<file path="src/logic/tlb_debug_defines.svh">
// Purpose: Offsets, field positions and reset values of the cache read-out registers
// Assumes: Byte offsets inside global_space_zero, 12-bit decoded page
// Notes: Definitions only
`ifndef TLB_DEBUG_DEFINES_SVH
`define TLB_DEBUG_DEFINES_SVH

`define TDR_ADDR_W 12
`define TDR_AGENT_PTR_OFS 12'h080
`define TDR_AGENT_DATA_OFS 12'h084
`define TDR_WALKER_PTR_OFS 12'h088
`define TDR_WALKER_DATA_OFS 12'h08c

`define TDR_PTR_RESET 32'h0000_0000
`define TDR_DATA_RESET 32'h0000_0000
`define TDR_PTR_WMASK 32'hffff_fffc

`define TDR_UNIT_MSB 31
`define TDR_UNIT_LSB 24
`define TDR_ENTRY_MSB 15
`define TDR_ENTRY_LSB 4
`define TDR_STEP_MSB 15
`define TDR_STEP_LSB 2

`define TDR_SECURE_BIT 1

`endif

</file>
<file path="src/logic/tlb_debug_pkg.sv">
// Purpose: Types shared by the cache read-out logic
// Assumes: Field widths match the pointer layout
// Notes: Constants live in the defines header
`default_nettype none

package tlb_debug_pkg;

  typedef enum logic [1:0] {
    RESP_OKAY = 2'h0,
    RESP_SLVERR = 2'h2,
    RESP_DECERR = 2'h3
  } axi_resp_t;

  typedef enum logic [2:0] {
    SEL_NONE,
    SEL_AGENT_PTR,
    SEL_AGENT_DATA,
    SEL_WALKER_PTR,
    SEL_WALKER_DATA
  } reg_sel_t;

  typedef enum logic [1:0] {
    WR_IDLE = 2'b00,
    WR_ACK = 2'b01,
    WR_RESP = 2'b11
  } wr_state_t;

  typedef enum logic [1:0] {
    RD_IDLE = 2'b00,
    RD_TAKE = 2'b01,
    RD_FETCH = 2'b11,
    RD_RESP = 2'b10
  } rd_state_t;

  typedef struct packed {
    logic [7:0] unitSel;
    logic [7:0] reserved;
    logic [11:0] entryIdx;
    logic [3:0] wordIdx;
  } agent_ptr_t;

  typedef struct packed {
    logic [3:0] reserved;
    logic [1:0] sourceSel;
    logic [1:0] waySel;
    logic [7:0] reservedLow;
    logic [11:0] entryIdx;
    logic [3:0] wordIdx;
  } walker_ptr_t;

  typedef struct packed {
    logic walker;
    logic [7:0] unitSel;
    logic [1:0] sourceSel;
    logic [1:0] waySel;
    logic [11:0] entryIdx;
    logic [1:0] wordIdx;
  } fetch_req_t;

endpackage : tlb_debug_pkg

`default_nettype wire

</file>
<file path="src/logic/debug_read_pointer.sv">
// Purpose: One read pointer register with byte writes, word advance and bounds check
// Assumes: Write and advance never come in the same cycle; write wins if they do
// Notes: Advance steps bits 15:2 only and wraps there
`default_nettype none
`include "tlb_debug_defines.svh"

module debug_read_pointer #(
  parameter int ENTRIES = 128,
  parameter int UNITS = 4,
  parameter bit CHECK_UNIT = 1'b1
) (
  // Clock and reset
  input wire logic clock,
  input wire logic rst_n,
  // Software write
  input wire logic wrEn,
  input wire logic [31:0] wrData,
  input wire logic [3:0] wrStrb,
  // Step after a data read
  input wire logic advance,
  // State
  output logic [31:0] ptr_r,
  output logic inBounds
);
  import tlb_debug_pkg::*;

  logic [31:0] merged;
  logic [31:0] ptr_nxt;
  logic [13:0] stepped;
  logic entryOk;
  logic unitOk;

  for (genvar g = 0; g < 4; g++)
  begin : g_lane
    assign merged[8*g +: 8] = wrStrb[g] ? wrData[8*g +: 8] : ptr_r[8*g +: 8];
  end

  assign stepped = ptr_r[`TDR_STEP_MSB:`TDR_STEP_LSB] + 14'h1;
  assign ptr_nxt = wrEn ? (merged & `TDR_PTR_WMASK) :
    advance ? {ptr_r[31:16], stepped, 2'b00} : ptr_r;
  assign entryOk = {1'b0, ptr_r[`TDR_ENTRY_MSB:`TDR_ENTRY_LSB]} < 13'(ENTRIES);
  assign unitOk = !CHECK_UNIT ||
    ({1'b0, ptr_r[`TDR_UNIT_MSB:`TDR_UNIT_LSB]} < 9'(UNITS));
  assign inBounds = entryOk && unitOk;

  always_ff @(posedge clock or negedge rst_n)
  begin
    if (!rst_n)
      ptr_r <= `TDR_PTR_RESET;
    else
      ptr_r <= ptr_nxt;
  end

  property p_low_zero;
    @(posedge clock) disable iff (!rst_n) ptr_r[1:0] == 2'b00;
  endproperty
  a_low_zero: assert property (p_low_zero)
    else $error("pointer low bits not zero");

  property p_advance;
    @(posedge clock) disable iff (!rst_n)
      (advance && !wrEn) |=> (ptr_r[15:2] == $past(ptr_r[15:2]) + 14'h1) &&
        (ptr_r[31:16] == $past(ptr_r[31:16]));
  endproperty
  a_advance: assert property (p_advance)
    else $error("pointer did not advance by one word");

  property p_unit_bounds;
    @(posedge clock) disable iff (!rst_n)
      (CHECK_UNIT && ({1'b0, ptr_r[31:24]} >= 9'(UNITS))) |-> !inBounds;
  endproperty
  a_unit_bounds: assert property (p_unit_bounds)
    else $error("unit select beyond range reported in bounds");

endmodule : debug_read_pointer

`default_nettype wire

</file>
<file path="src/logic/tlb_word_fetch.sv">
// Purpose: Request and ack port toward the cache storage for one word
// Assumes: Storage answers on the same clock; ack may come any cycle after the request
// Notes: Request holds until ack; done is a pulse the cycle after ack
`default_nettype none

module tlb_word_fetch (
  // Clock and reset
  input wire logic clock,
  input wire logic rst_n,
  // From the read sequencer
  input wire logic start,
  input wire tlb_debug_pkg::fetch_req_t info,
  output logic done_r,
  output logic [31:0] data_r,
  // Toward the cache storage
  output logic fetchReq_r,
  output tlb_debug_pkg::fetch_req_t fetchInfo_r,
  input wire logic fetchAck,
  input wire logic [31:0] fetchData
);
  import tlb_debug_pkg::*;

  logic taken;

  assign taken = fetchReq_r && fetchAck;

  always_ff @(posedge clock or negedge rst_n)
  begin
    if (!rst_n)
    begin
      fetchReq_r <= 1'b0;
      fetchInfo_r <= '0;
      done_r <= 1'b0;
      data_r <= 32'h0000_0000;
    end
    else
    begin
      fetchReq_r <= start || (fetchReq_r && !fetchAck);
      done_r <= taken;
      if (start)
        fetchInfo_r <= info;
      if (taken)
        data_r <= fetchData;
    end
  end

  property p_req_hold;
    @(posedge clock) disable iff (!rst_n)
      (fetchReq_r && !fetchAck) |=> fetchReq_r && $stable(fetchInfo_r);
  endproperty
  a_req_hold: assert property (p_req_hold)
    else $error("fetch request dropped before ack");

endmodule : tlb_word_fetch

`default_nettype wire

</file>
<file path="src/logic/tlb_debug_readout.sv">
// Purpose: Secure read-out of translation cache words over the AXI4 programming port
// Assumes: Single-beat AXI4 accesses; cache storage sits behind the fetch port
// Notes: Write takes priority over a read arriving in the same idle cycle
`default_nettype none
`include "tlb_debug_defines.svh"

module tlb_debug_readout #(
  parameter int ID_W = 4,
  parameter int AGENT_UNITS = 4,
  parameter int AGENT_ENTRIES = 128,
  parameter int WALKER_ENTRIES = 512
) (
  // Clock and reset
  input wire logic clock,
  input wire logic rst_n,
  // AXI4 write address and data
  input wire logic awvalid,
  output logic awready,
  input wire logic [`TDR_ADDR_W-1:0] awaddr,
  input wire logic [ID_W-1:0] awid,
  input wire logic [2:0] awprot,
  input wire logic wvalid,
  output logic wready,
  input wire logic [31:0] wdata,
  input wire logic [3:0] wstrb,
  // AXI4 write response
  output logic bvalid,
  input wire logic bready,
  output tlb_debug_pkg::axi_resp_t bresp,
  output logic [ID_W-1:0] bid,
  // AXI4 read address
  input wire logic arvalid,
  output logic arready,
  input wire logic [`TDR_ADDR_W-1:0] araddr,
  input wire logic [ID_W-1:0] arid,
  input wire logic [2:0] arprot,
  // AXI4 read data
  output logic rvalid,
  input wire logic rready,
  output logic [31:0] rdata,
  output tlb_debug_pkg::axi_resp_t rresp,
  output logic [ID_W-1:0] rid,
  output logic rlast,
  // Cache storage port
  output logic fetchReq_r,
  output tlb_debug_pkg::fetch_req_t fetchInfo_r,
  input wire logic fetchAck,
  input wire logic [31:0] fetchData
);
  import tlb_debug_pkg::*;

  function automatic reg_sel_t decodeAddr(input logic [`TDR_ADDR_W-1:0] addr);
    logic [`TDR_ADDR_W-1:0] word;
    word = {addr[`TDR_ADDR_W-1:2], 2'b00};
    case (word)
      `TDR_AGENT_PTR_OFS: decodeAddr = SEL_AGENT_PTR;
      `TDR_AGENT_DATA_OFS: decodeAddr = SEL_AGENT_DATA;
      `TDR_WALKER_PTR_OFS: decodeAddr = SEL_WALKER_PTR;
      `TDR_WALKER_DATA_OFS: decodeAddr = SEL_WALKER_DATA;
      default: decodeAddr = SEL_NONE;
    endcase
  endfunction : decodeAddr

  wr_state_t wrState_r;
  wr_state_t wrState_nxt;
  rd_state_t rdState_r;
  rd_state_t rdState_nxt;
  logic [31:0] agentPtr;
  logic [31:0] walkerPtr;
  logic agentOk;
  logic walkerOk;
  agent_ptr_t agentView;
  walker_ptr_t walkerView;
  logic rdWalker_r;
  logic fetchDone;
  logic [31:0] fetchWord;

  // Write side
  reg_sel_t wrSel;
  logic wrSecure;
  logic wrStart;
  logic wrTake;
  logic agentPtrWr;
  logic walkerPtrWr;

  assign wrSel = decodeAddr(awaddr);
  assign wrSecure = !awprot[`TDR_SECURE_BIT];
  assign wrStart = (wrState_r == WR_IDLE) && (rdState_r == RD_IDLE) && awvalid && wvalid;
  assign wrTake = (wrState_r == WR_ACK);
  // Data offsets decode but never enable a store
  assign agentPtrWr = wrTake && wrSecure && (wrSel == SEL_AGENT_PTR);
  assign walkerPtrWr = wrTake && wrSecure && (wrSel == SEL_WALKER_PTR);

  always_comb
  begin
    case (wrState_r)
      WR_IDLE: wrState_nxt = wrStart ? WR_ACK : WR_IDLE;
      WR_ACK: wrState_nxt = WR_RESP;
      WR_RESP: wrState_nxt = bready ? WR_IDLE : WR_RESP;
      default: wrState_nxt = WR_IDLE;
    endcase
  end

  always_ff @(posedge clock or negedge rst_n)
  begin
    if (!rst_n)
    begin
      wrState_r <= WR_IDLE;
      awready <= 1'b0;
      wready <= 1'b0;
      bvalid <= 1'b0;
      bresp <= RESP_OKAY;
      bid <= '0;
    end
    else
    begin
      wrState_r <= wrState_nxt;
      awready <= (wrState_nxt == WR_ACK);
      wready <= (wrState_nxt == WR_ACK);
      bvalid <= (wrState_nxt == WR_RESP);
      if (wrTake)
      begin
        bresp <= (wrSel == SEL_NONE) ? RESP_DECERR : RESP_OKAY;
        bid <= awid;
      end
    end
  end

  // Read side
  reg_sel_t rdSel;
  logic rdSecure;
  logic rdStart;
  logic rdTake;
  logic rdIsData;
  logic rdIsWalker;
  logic rdBound;
  logic needFetch;
  logic [31:0] takeData;
  axi_resp_t takeResp;
  fetch_req_t fetchSel;

  assign rdSel = decodeAddr(araddr);
  assign rdSecure = !arprot[`TDR_SECURE_BIT];
  assign rdStart = (rdState_r == RD_IDLE) && (wrState_r == WR_IDLE) &&
    !(awvalid && wvalid) && arvalid;
  assign rdTake = (rdState_r == RD_TAKE);
  assign rdIsData = (rdSel == SEL_AGENT_DATA) || (rdSel == SEL_WALKER_DATA);
  assign rdIsWalker = (rdSel == SEL_WALKER_DATA) || (rdSel == SEL_WALKER_PTR);
  assign rdBound = rdIsWalker ? walkerOk : agentOk;
  assign needFetch = rdSecure && rdIsData && rdBound;

  // Non-secure reads of mapped offsets see zero, so no cache content leaks
  assign takeData = !rdSecure ? 32'h0000_0000 :
    (rdSel == SEL_AGENT_PTR) ? agentPtr :
    (rdSel == SEL_WALKER_PTR) ? walkerPtr : 32'h0000_0000;
  assign takeResp = (rdSel == SEL_NONE) ? RESP_DECERR :
    (rdSecure && rdIsData && !rdBound) ? RESP_SLVERR : RESP_OKAY;

  assign agentView = agent_ptr_t'(agentPtr);
  assign walkerView = walker_ptr_t'(walkerPtr);
  assign fetchSel = rdIsWalker ?
    fetch_req_t'{walker: 1'b1, unitSel: 8'h00, sourceSel: walkerView.sourceSel,
      waySel: walkerView.waySel, entryIdx: walkerView.entryIdx,
      wordIdx: walkerView.wordIdx[3:2]} :
    fetch_req_t'{walker: 1'b0, unitSel: agentView.unitSel, sourceSel: 2'b00,
      waySel: 2'b00, entryIdx: agentView.entryIdx,
      wordIdx: agentView.wordIdx[3:2]};

  always_comb
  begin
    case (rdState_r)
      RD_IDLE: rdState_nxt = rdStart ? RD_TAKE : RD_IDLE;
      RD_TAKE: rdState_nxt = needFetch ? RD_FETCH : RD_RESP;
      RD_FETCH: rdState_nxt = fetchDone ? RD_RESP : RD_FETCH;
      RD_RESP: rdState_nxt = rready ? RD_IDLE : RD_RESP;
      default: rdState_nxt = RD_IDLE;
    endcase
  end

  always_ff @(posedge clock or negedge rst_n)
  begin
    if (!rst_n)
    begin
      rdState_r <= RD_IDLE;
      arready <= 1'b0;
      rvalid <= 1'b0;
      rlast <= 1'b0;
      rdata <= `TDR_DATA_RESET;
      rresp <= RESP_OKAY;
      rid <= '0;
      rdWalker_r <= 1'b0;
    end
    else
    begin
      rdState_r <= rdState_nxt;
      arready <= (rdState_nxt == RD_TAKE);
      rvalid <= (rdState_nxt == RD_RESP);
      rlast <= (rdState_nxt == RD_RESP);
      if (rdTake)
      begin
        rdata <= takeData;
        rresp <= takeResp;
        rid <= arid;
        rdWalker_r <= rdIsWalker;
      end
      else if (fetchDone)
      begin
        rdata <= fetchWord;
        rresp <= RESP_OKAY;
      end
    end
  end

  // Pointers step only after the word has come back, so the reply is the old location
  debug_read_pointer #(
    .ENTRIES(AGENT_ENTRIES),
    .UNITS(AGENT_UNITS),
    .CHECK_UNIT(1'b1)
  ) u_agent_ptr (
    .clock(clock),
    .rst_n(rst_n),
    .wrEn(agentPtrWr),
    .wrData(wdata),
    .wrStrb(wstrb),
    .advance(fetchDone && !rdWalker_r),
    .ptr_r(agentPtr),
    .inBounds(agentOk)
  );

  debug_read_pointer #(
    .ENTRIES(WALKER_ENTRIES),
    .UNITS(1),
    .CHECK_UNIT(1'b0)
  ) u_walker_ptr (
    .clock(clock),
    .rst_n(rst_n),
    .wrEn(walkerPtrWr),
    .wrData(wdata),
    .wrStrb(wstrb),
    .advance(fetchDone && rdWalker_r),
    .ptr_r(walkerPtr),
    .inBounds(walkerOk)
  );

  tlb_word_fetch u_fetch (
    .clock(clock),
    .rst_n(rst_n),
    .start(rdTake && needFetch),
    .info(fetchSel),
    .done_r(fetchDone),
    .data_r(fetchWord),
    .fetchReq_r(fetchReq_r),
    .fetchInfo_r(fetchInfo_r),
    .fetchAck(fetchAck),
    .fetchData(fetchData)
  );

  property p_data_write_ignored;
    @(posedge clock) disable iff (!rst_n)
      (wrTake && ((wrSel == SEL_AGENT_DATA) || (wrSel == SEL_WALKER_DATA)))
        |=> $stable(agentPtr) && $stable(walkerPtr);
  endproperty
  a_data_write_ignored: assert property (p_data_write_ignored)
    else $error("data register write changed a pointer");

  property p_nonsecure_write;
    @(posedge clock) disable iff (!rst_n)
      (wrTake && !wrSecure) |=> $stable(agentPtr) && $stable(walkerPtr);
  endproperty
  a_nonsecure_write: assert property (p_nonsecure_write)
    else $error("non-secure write reached a pointer");

  property p_agent_ptr_write;
    @(posedge clock) disable iff (!rst_n)
      (wrTake && wrSecure && (wrSel == SEL_AGENT_PTR) && (wstrb == 4'hf))
        |=> agentPtr == ($past(wdata) & 32'hffff_fffc);
  endproperty
  a_agent_ptr_write: assert property (p_agent_ptr_write)
    else $error("agent pointer write at 0x80 not stored");

  property p_walker_ptr_write;
    @(posedge clock) disable iff (!rst_n)
      (wrTake && wrSecure && (awaddr[11:2] == 10'h022) && (wstrb == 4'hf))
        |=> walkerPtr == ($past(wdata) & 32'hffff_fffc);
  endproperty
  a_walker_ptr_write: assert property (p_walker_ptr_write)
    else $error("walker pointer write at 0x88 not stored");

  property p_slverr;
    @(posedge clock) disable iff (!rst_n)
      (rdTake && rdSecure && rdIsData && !rdBound)
        |=> rvalid && (rresp == RESP_SLVERR) && !fetchReq_r;
  endproperty
  a_slverr: assert property (p_slverr)
    else $error("out of bounds read did not answer SLVERR");

  property p_fetch_data;
    @(posedge clock) disable iff (!rst_n)
      fetchDone |=> rvalid && (rresp == RESP_OKAY) && (rdata == $past(fetchWord));
  endproperty
  a_fetch_data: assert property (p_fetch_data)
    else $error("fetched word not returned");

endmodule : tlb_debug_readout

`default_nettype wire

</file>
<file path="config.mk">
export PLATFORM = sky130hd
export DESIGN_NAME = tlb_debug_readout
export DESIGN_NICKNAME = d
export VERILOG_FILES = /design/src/logic/tlb_debug_pkg.sv /design/src/logic/debug_read_pointer.sv /design/src/logic/tlb_word_fetch.sv /design/src/logic/tlb_debug_readout.sv
export VERILOG_INCLUDE_DIRS = /design/src /design/src/logic
export SDC_FILE = /design/constraint.sdc
export NUM_CORES = 1
export LEC_CHECK = 0
export ABC_AREA = 1
export BUFFER_PORTS_ARGS = -buffer_cell sky130_fd_sc_hd__buf_2
export CORE_ASPECT_RATIO = 1.1
export CORE_MARGIN = 2
export CORE_UTILIZATION = 42
export CTS_CLUSTER_DIAMETER = 80
export DETAILED_ROUTE_END_ITERATION = 12
export GPL_ROUTABILITY_DRIVEN = 0
export GPL_TIMING_DRIVEN = 0
export MAX_ROUTING_LAYER = met4
export PLACE_DENSITY = 0.7
export REMOVE_ABC_BUFFERS = 1
export SETUP_SLACK_MARGIN = 0.5
export SYNTH_ARGS = -nofsm -noshare
export SYNTH_HDL_FRONTEND = slang
export SYNTH_HIERARCHICAL = 1
export SYNTH_SLANG_ARGS = --single-unit
</file>
<file path="constraint.sdc">
create_clock -name clock -period 3.6 [get_ports clock]
set_input_delay 0.54 -clock clock [delete_from_list [all_inputs] [get_ports clock]]
set_output_delay 0.54 -clock clock [all_outputs]
set_load 0.1 [all_outputs]
</file>
==> flow_metrics.env, run 1 <==
export IMPL_synth_common_cells="307 x nand2_1, 172 x dfrtp_1, 106 x nor2_1"
export IMPL_synth_ff_type="dfrtp_1"
export IMPL_skew_ns=0.0136
export IMPL_grt_max_degree=121
export IMPL_cp_max_fo=55
export IMPL_cts_buffers=17
export IMPL_cts_htree_levels=4
export IMPL_finalCriticalPeriod_ns=2.79
export IMPL_grt_pass1_wl_microns=42100
export IMPL_drive_gt1_share_pct=25.2
export IMPL_die_h_microns=159
export IMPL_yosys_warnings=6
export IMPL_worstSetupStartpointType="primary input"
export IMPL_wl_per_cell_microns=16.6
export IMPL_ys_seq_area_share_pct=46.9
export IMPL_drtPass1Iterations=5
export IMPL_clk_path_buf_depth=2
export IMPL_crit_required_ns=3.89
export IMPL_leakagePower_nw=5.49
export IMPL_start_util_pct=43.0
export IMPL_final_net_count=1387
export IMPL_cpPeakStageDelay_ns=0.57
export IMPL_synth_edf_count=0
export IMPL_synth_seq_cells=172
export IMPL_ys_types=45
export IMPL_slew_violations=0
export IMPL_worst_skew_pair_late_latency_ns=0.44
export IMPL_outcome="finished clean"
export IMPL_die_x_microns=145
export IMPL_multi_input_area_sq_um=4080
export IMPL_io_pins=192
export IMPL_yosysMostFrequentCell="nand2_1"
export IMPL_max_freq_ghz=0.359
export IMPL_finalCritPeriodShare_pct=77.4
export IMPL_final_seq_area_sq_um=4310
export IMPL_syn_inst=1118
export IMPL_async_flop_share_pct=100
export IMPL_hold_ws_ns=0.00334
export IMPL_num_rows=56
export IMPL_hold_path_class="primary input to asynchronous set/reset pin"
export IMPL_path_cells="buf_2 -> nor2_4 -> nand2_4 -> nor2_8 -> nand2_4 -> o21ai_1 -> nand2_1 -> inv_4 -> o21ai_0"
export IMPL_syn_area_sq_um=9180
export IMPL_cap_viol_max_count=0
export IMPL_root_buffer="clkbuf_16"
export IMPL_path_common_cell="nand2_4"
export IMPL_yosys_top_cells_area="dfrtp_1 47%, nand2_1 13%, nand3_1 5.6%, nor2_1 4.3%, o21ai_0 4.0%"
export IMPL_maxSlewHeadroom_pct=9.19
export IMPL_cp_slowest_cell="nor2_4"
export IMPL_finalHoldViolations=0
export IMPL_hold_buffers=0
export IMPL_drt_iter0_drc=654
export IMPL_rsz0062_at_grt="false"
export IMPL_vias=8135
export IMPL_powerDensity_nw_per_um2=715
export IMPL_grt_overflow=0
export IMPL_tns_ns=0
export IMPL_avgSynthCellArea_sq_um=8.21
export IMPL_via_per_inst=5.16
export IMPL_core_sq_um=21400
export IMPL_tightest_slew_ns=1.36
export IMPL_grt_pass1_vias=7903
export IMPL_routed_wl_microns=26200
export IMPL_worst_setup_path_end_kind="flip-flop"
export IMPL_yosys_area_top_type_share_pct=46.9
export IMPL_ant_nets=0
export IMPL_clock_sinks=172
export IMPL_setup_viol=0
export IMPL_die_area_sq_um=23100
export IMPL_grtUsageTotal_pct=23.6
export IMPL_worstPathArrival_ns=3.07
export IMPL_antenna_found_initial=1
export IMPL_crit_type="primary input to flip-flop"
export IMPL_vdd_drop_max_uv=616
export IMPL_drc=0
export IMPL_synth_largest_area_cell="dfrtp_1"
export IMPL_nFillCells=2071
export IMPL_syn_to_final_growth_pct=17.0
export IMPL_dp_hpwl_microns=17500
export IMPL_port_buffers=181
export IMPL_cts_tree="done"
export IMPL_clk_pin_slew_ns=0.07
-- cell type report --
cell class,count,area share [%]
flip-flops and latches,172,40.1
repair buffers,188,9.49
well taps,290,3.38
clock buffers,18,3.99
diodes,2,0.0466
clock inverters,14,1.58
multi-input cells,795,37.9
inverters,97,3.50
-- metrics by stage --
stage	utilization, %	power [mW]	cells	setup slack, ns	instance area [sq um]
after CTS	50.2	7.73	1574	0.557	10700
final	50.3	7.69	1576	0.814	10700
after global placement	46.8	5.73	1534	-1.80	10000
after floorplan	-	5.08	1063	-0.587	8730
after global routing	50.3	8.00	1575	0.593	10700
after detailed placement	47.3	5.80	1539	-0.217	10100
-- layer usage --
metal	share of wire [%]	global-route usage [%]	up-vias
met5	0	-	-
met4	3.3	10.0	0
met3	5.9	4.24	66
met2	47	37.2	304
met1	44	30.1	3822
li1	-	-	3943
-- path summary, 6_finish.rpt --
kind	slack [ns]	startpoint	to	cells past startpoint
setup / recovery	0.81	araddr[10]	u_fetch/fetchInfo_r[2]	9
hold / removal	0.003	rst_n	u_fetch/fetchInfo_r[1]	1
setup reg to reg	0.85	bvalid	u_walker_ptr/ptr_r[8]	10
hold reg to reg	0.47	u_fetch/data_r[15]	u_fetch/data_r[15]	2
max in group asynchronous	2.56	rst_n	u_fetch/fetchReq_r	2
min in group clock	0.27	bready	bvalid	2
-- power breakdown --
group,internal (mW),switching [mW],leakage (nW)
Combinational,0.527,2.76,3.10
Sequential,2.27,0.210,2.09
Clock,1.05,0.866,0.294
Total,3.86,3.83,5.49
-- flip-flops by register name, summed over array words and instances (netlist names), 2 cells and up --
signal	count
u_fetch/fetchInfo_r	27
bid	4
rdState_r	2
u_fetch/data_r	32
rid	4
u_walker_ptr/ptr_r	30
rdata	32
u_agent_ptr/ptr_r	30
rresp	2
-- layout by cell type (no fill, tap or decap), types with 5 or more instances in the layout --
cell	instances
a21oi_1	42
a31oi_1	5
buf_2	180
clkbuf_16	17
dfrtp_1	171
inv_1	85
inv_2	6
inv_6	6
mux2_2	20
mux2_4	16
nand2_1	305
nand2_2	20
nand3_1	102
nand4_1	38
nor2_1	105
nor2_2	8
nor2_4	6
o21ai_0	73
o21ai_1	9
o22ai_1	6
or2_2	6
-- critical path: cells and delay by family --
family / cells / cell delay [ns]
compound gates: 2 / 0.47
simple gates: 5 / 1.45
buf+inv: 2 / 0.55
-- what timing repair did --
action / CTS / global route
setup buffers: 2 / 0
gates resized for setup: 2 / 2
cloned: 1 / 0
setup endpoints to repair: 62 / 28
pin swaps: 2 / 0
-- kinds of logic after synthesis --
| family | Yosys count | share of synthesized area (%) |
|---|---|---|
| AOI/OAI and AO/OA | 141 | 8.20 |
| adders and majority gates | 2 | 0.273 |
| buffers and inverters | 154 | 9.06 |
| DFF | 172 | 46.9 |
| muxes | 36 | 5.07 |
| other | 2 | 0.0818 |
| and+or+nand+nor | 611 | 30.4 |
Note: power is estimated with default switching activity, not from simulation.
==> run 2, diff against run 1 <==
- PLACE_DENSITY: 0.7 -> 0.72
- clock period: 3.6 -> 2.27 ns (I/O delays scaled with it)
==> flow_metrics.env, run 2 (synthesized netlist as in run 1, its figures left out) <==
export IMPL_outcome="finished clean"
export IMPL_hold_path_class="primary input to flip-flop"
export IMPL_die_area_sq_um=23100
export IMPL_crit_required_ns=2.60
export IMPL_drt_iter0_drc=883
export IMPL_io_pins=192
export IMPL_cpPeakStageDelay_ns=0.41
export IMPL_finalHoldViolations=0
export IMPL_die_h_microns=159
export IMPL_utilization_pct=55.3
export IMPL_layout_common_cells="295 x nand2_1, 179 x buf_2, 165 x dfrtp_1, 100 x nand3_1, 96 x nor2_1"
export IMPL_antenna_found_initial=2
export IMPL_cp_top_family="simple AND/OR/NAND/NOR gates"
export IMPL_grtUsageTotal_pct=25.6
export IMPL_drc=0
export IMPL_powerDensity_nw_per_um2=1070
export IMPL_cp_num_buf_inv=3
export IMPL_hold_ws_ns=0.0742
export IMPL_fin_ws_ns=0.391
export IMPL_root_buffer="clkbuf_16"
export IMPL_vdd_drop_max_uv=853
export IMPL_die_x_microns=145
export IMPL_cts_buffers=17
export IMPL_syn_to_final_growth_pct=28.7
export IMPL_skew_ns=0.0126
export IMPL_core_sq_um=21400
export IMPL_grt_pass1_wl_microns=45100
export IMPL_cts_htree_levels=4
export IMPL_layout_commonest_cell="nand2_1"
export IMPL_worst_skew_pair_late_latency_ns=0.44
export IMPL_worstSetupStartpointType="flip-flop"
export IMPL_dp_hpwl_microns=17200
export IMPL_routed_wl_microns=30200
export IMPL_via_per_inst=5.29
export IMPL_dp_cells=1539
export IMPL_path_cells="nor2_4 -> o21ai_4 -> nor3b_4 -> buf_6 -> buf_8 -> nor2_4 -> a21oi_4 -> buf_12 -> nor2_1 -> nand2_1 -> nand2_1"
export IMPL_clk_path_buf_depth=2
export IMPL_final_cells=1641
export IMPL_setup_viol=0
export IMPL_grt_overflow=0
export IMPL_worst_setup_path_end_kind="flip-flop"
export IMPL_rsz0062_at_grt="true"
export IMPL_crit_type="flip-flop to flip-flop"
export IMPL_worstPathArrival_ns=2.21
export IMPL_nFillCells=1942
export IMPL_tightest_slew_ns=1.24
export IMPL_final_net_count=1452
export IMPL_vias=8684
export IMPL_slew_violations=0
export IMPL_finalCritPeriodShare_pct=82.8
export IMPL_start_util_pct=43.0
export IMPL_finalCriticalPeriod_ns=1.88
export IMPL_leakagePower_nw=5.94
export IMPL_p_total_mw=12.6
export IMPL_cts_tree="done"
export IMPL_max_freq_ghz=0.532
export IMPL_cap_viol_max_count=0
export IMPL_drtPass1Iterations=5
export IMPL_cp_max_fo=8
export IMPL_wl_per_cell_microns=18.4
export IMPL_dp_worst_setup_slack_ns=-1.54
export IMPL_clk_pin_slew_ns=0.07
export IMPL_num_rows=56
export IMPL_drive_gt1_share_pct=31.9
export IMPL_grt_max_degree=101
export IMPL_cp_slowest_cell="dfrtp_1"
export IMPL_clock_sinks=172
export IMPL_grt_pass1_vias=8268
export IMPL_ant_nets=0
export IMPL_maxSlewHeadroom_pct=17.1
export IMPL_port_buffers=181
export IMPL_top_regs="rdata x32, u_fetch/data_r x32"
==> run 2: changes by cell type in the layout (fill, tap and decap cells not counted), moves of 5 or more <==
cell / before / now
buf_4: 2 / 35
buf_6: 3 / 12
clkinv_8: 0 / 5
dfrtp_1: 171 / 165
dfrtp_2: 1 / 6
inv_2: 6 / 1
nand2_1: 305 / 295
nand2_8: 4 / 12
nor2_1: 105 / 96
nor2_2: 8 / 14
nor2_4: 6 / 12
o21ai_0: 73 / 63
o21ai_1: 9 / 15
==> run 2: layout make-up <==
type                       count  area [sq um]  share of cell area (%)
tap                          290           363                    3.07
antenna                        2          5.00                  0.0423
clock inverter                12           175                    1.48
inverter                      97           437                    3.69
sequential                   172          4320                    36.5
multi-input combinational    802          4450                    37.7
clock buffer                  20           447                    3.78
timing repair inverter         7          97.6                   0.826
timing repair buffer         239          1530                    12.9
==> run 2: routing by layer <==
layer | share of wire [%] | up-vias | routed length [microns] | track usage, %
li1 | - | 4093 | - | -
met3 | 7.3 | 58 | 2210 | 5.21
met2 | 48 | 388 | 14600 | 40.9
met4 | 2.8 | 0 | 849 | 9.45
met5 | 0 | - | 0 | -
met1 | 42 | 4145 | 12600 | 32.5
==> run 2: worst paths after layout <==
path                                    start                      to  slack, ns  depth (start not counted)
setup reg to reg                       bvalid  u_walker_ptr/ptr_r[15]       0.39                         11
hold / removal                         bready                  bvalid       0.07                          2
max in group asynchronous               rst_n   u_agent_ptr/ptr_r[13]       0.90                          3
hold reg to reg            u_fetch/data_r[12]      u_fetch/data_r[12]       0.47                          2
min in group asynchronous               rst_n  u_fetch/fetchInfo_r[2]       0.44                          2
setup / recovery                       bvalid  u_walker_ptr/ptr_r[15]       0.39                         11
==> run 2: repair_timing <==
item                                    4_1_cts  5_1_grt
cloned                                        9        7
resized for setup                            58       81
hold buffers                                  1        0
pin swaps                                    17       20
hold endpoints to repair                     72        0
endpoints found under the setup margin      163      121
setup buffers                                30       21
==> run 2: power breakdown <==
group | switching (mW) | internal [mW]
registers | 0.367 | 3.61
logic | 4.53 | 0.978
clock network | 1.34 | 1.80
total | 6.24 | 6.39
==> run 2: stage by stage <==
stage | setup TNS [ns] | instance area (sq um)
finish | 0 | 11800
CTS | 0 | 11300
global placement | -585.96 | 10000
detailed placement | -91.06 | 10100
floorplan | -99.50 | 8730
global route | 0 | 11800
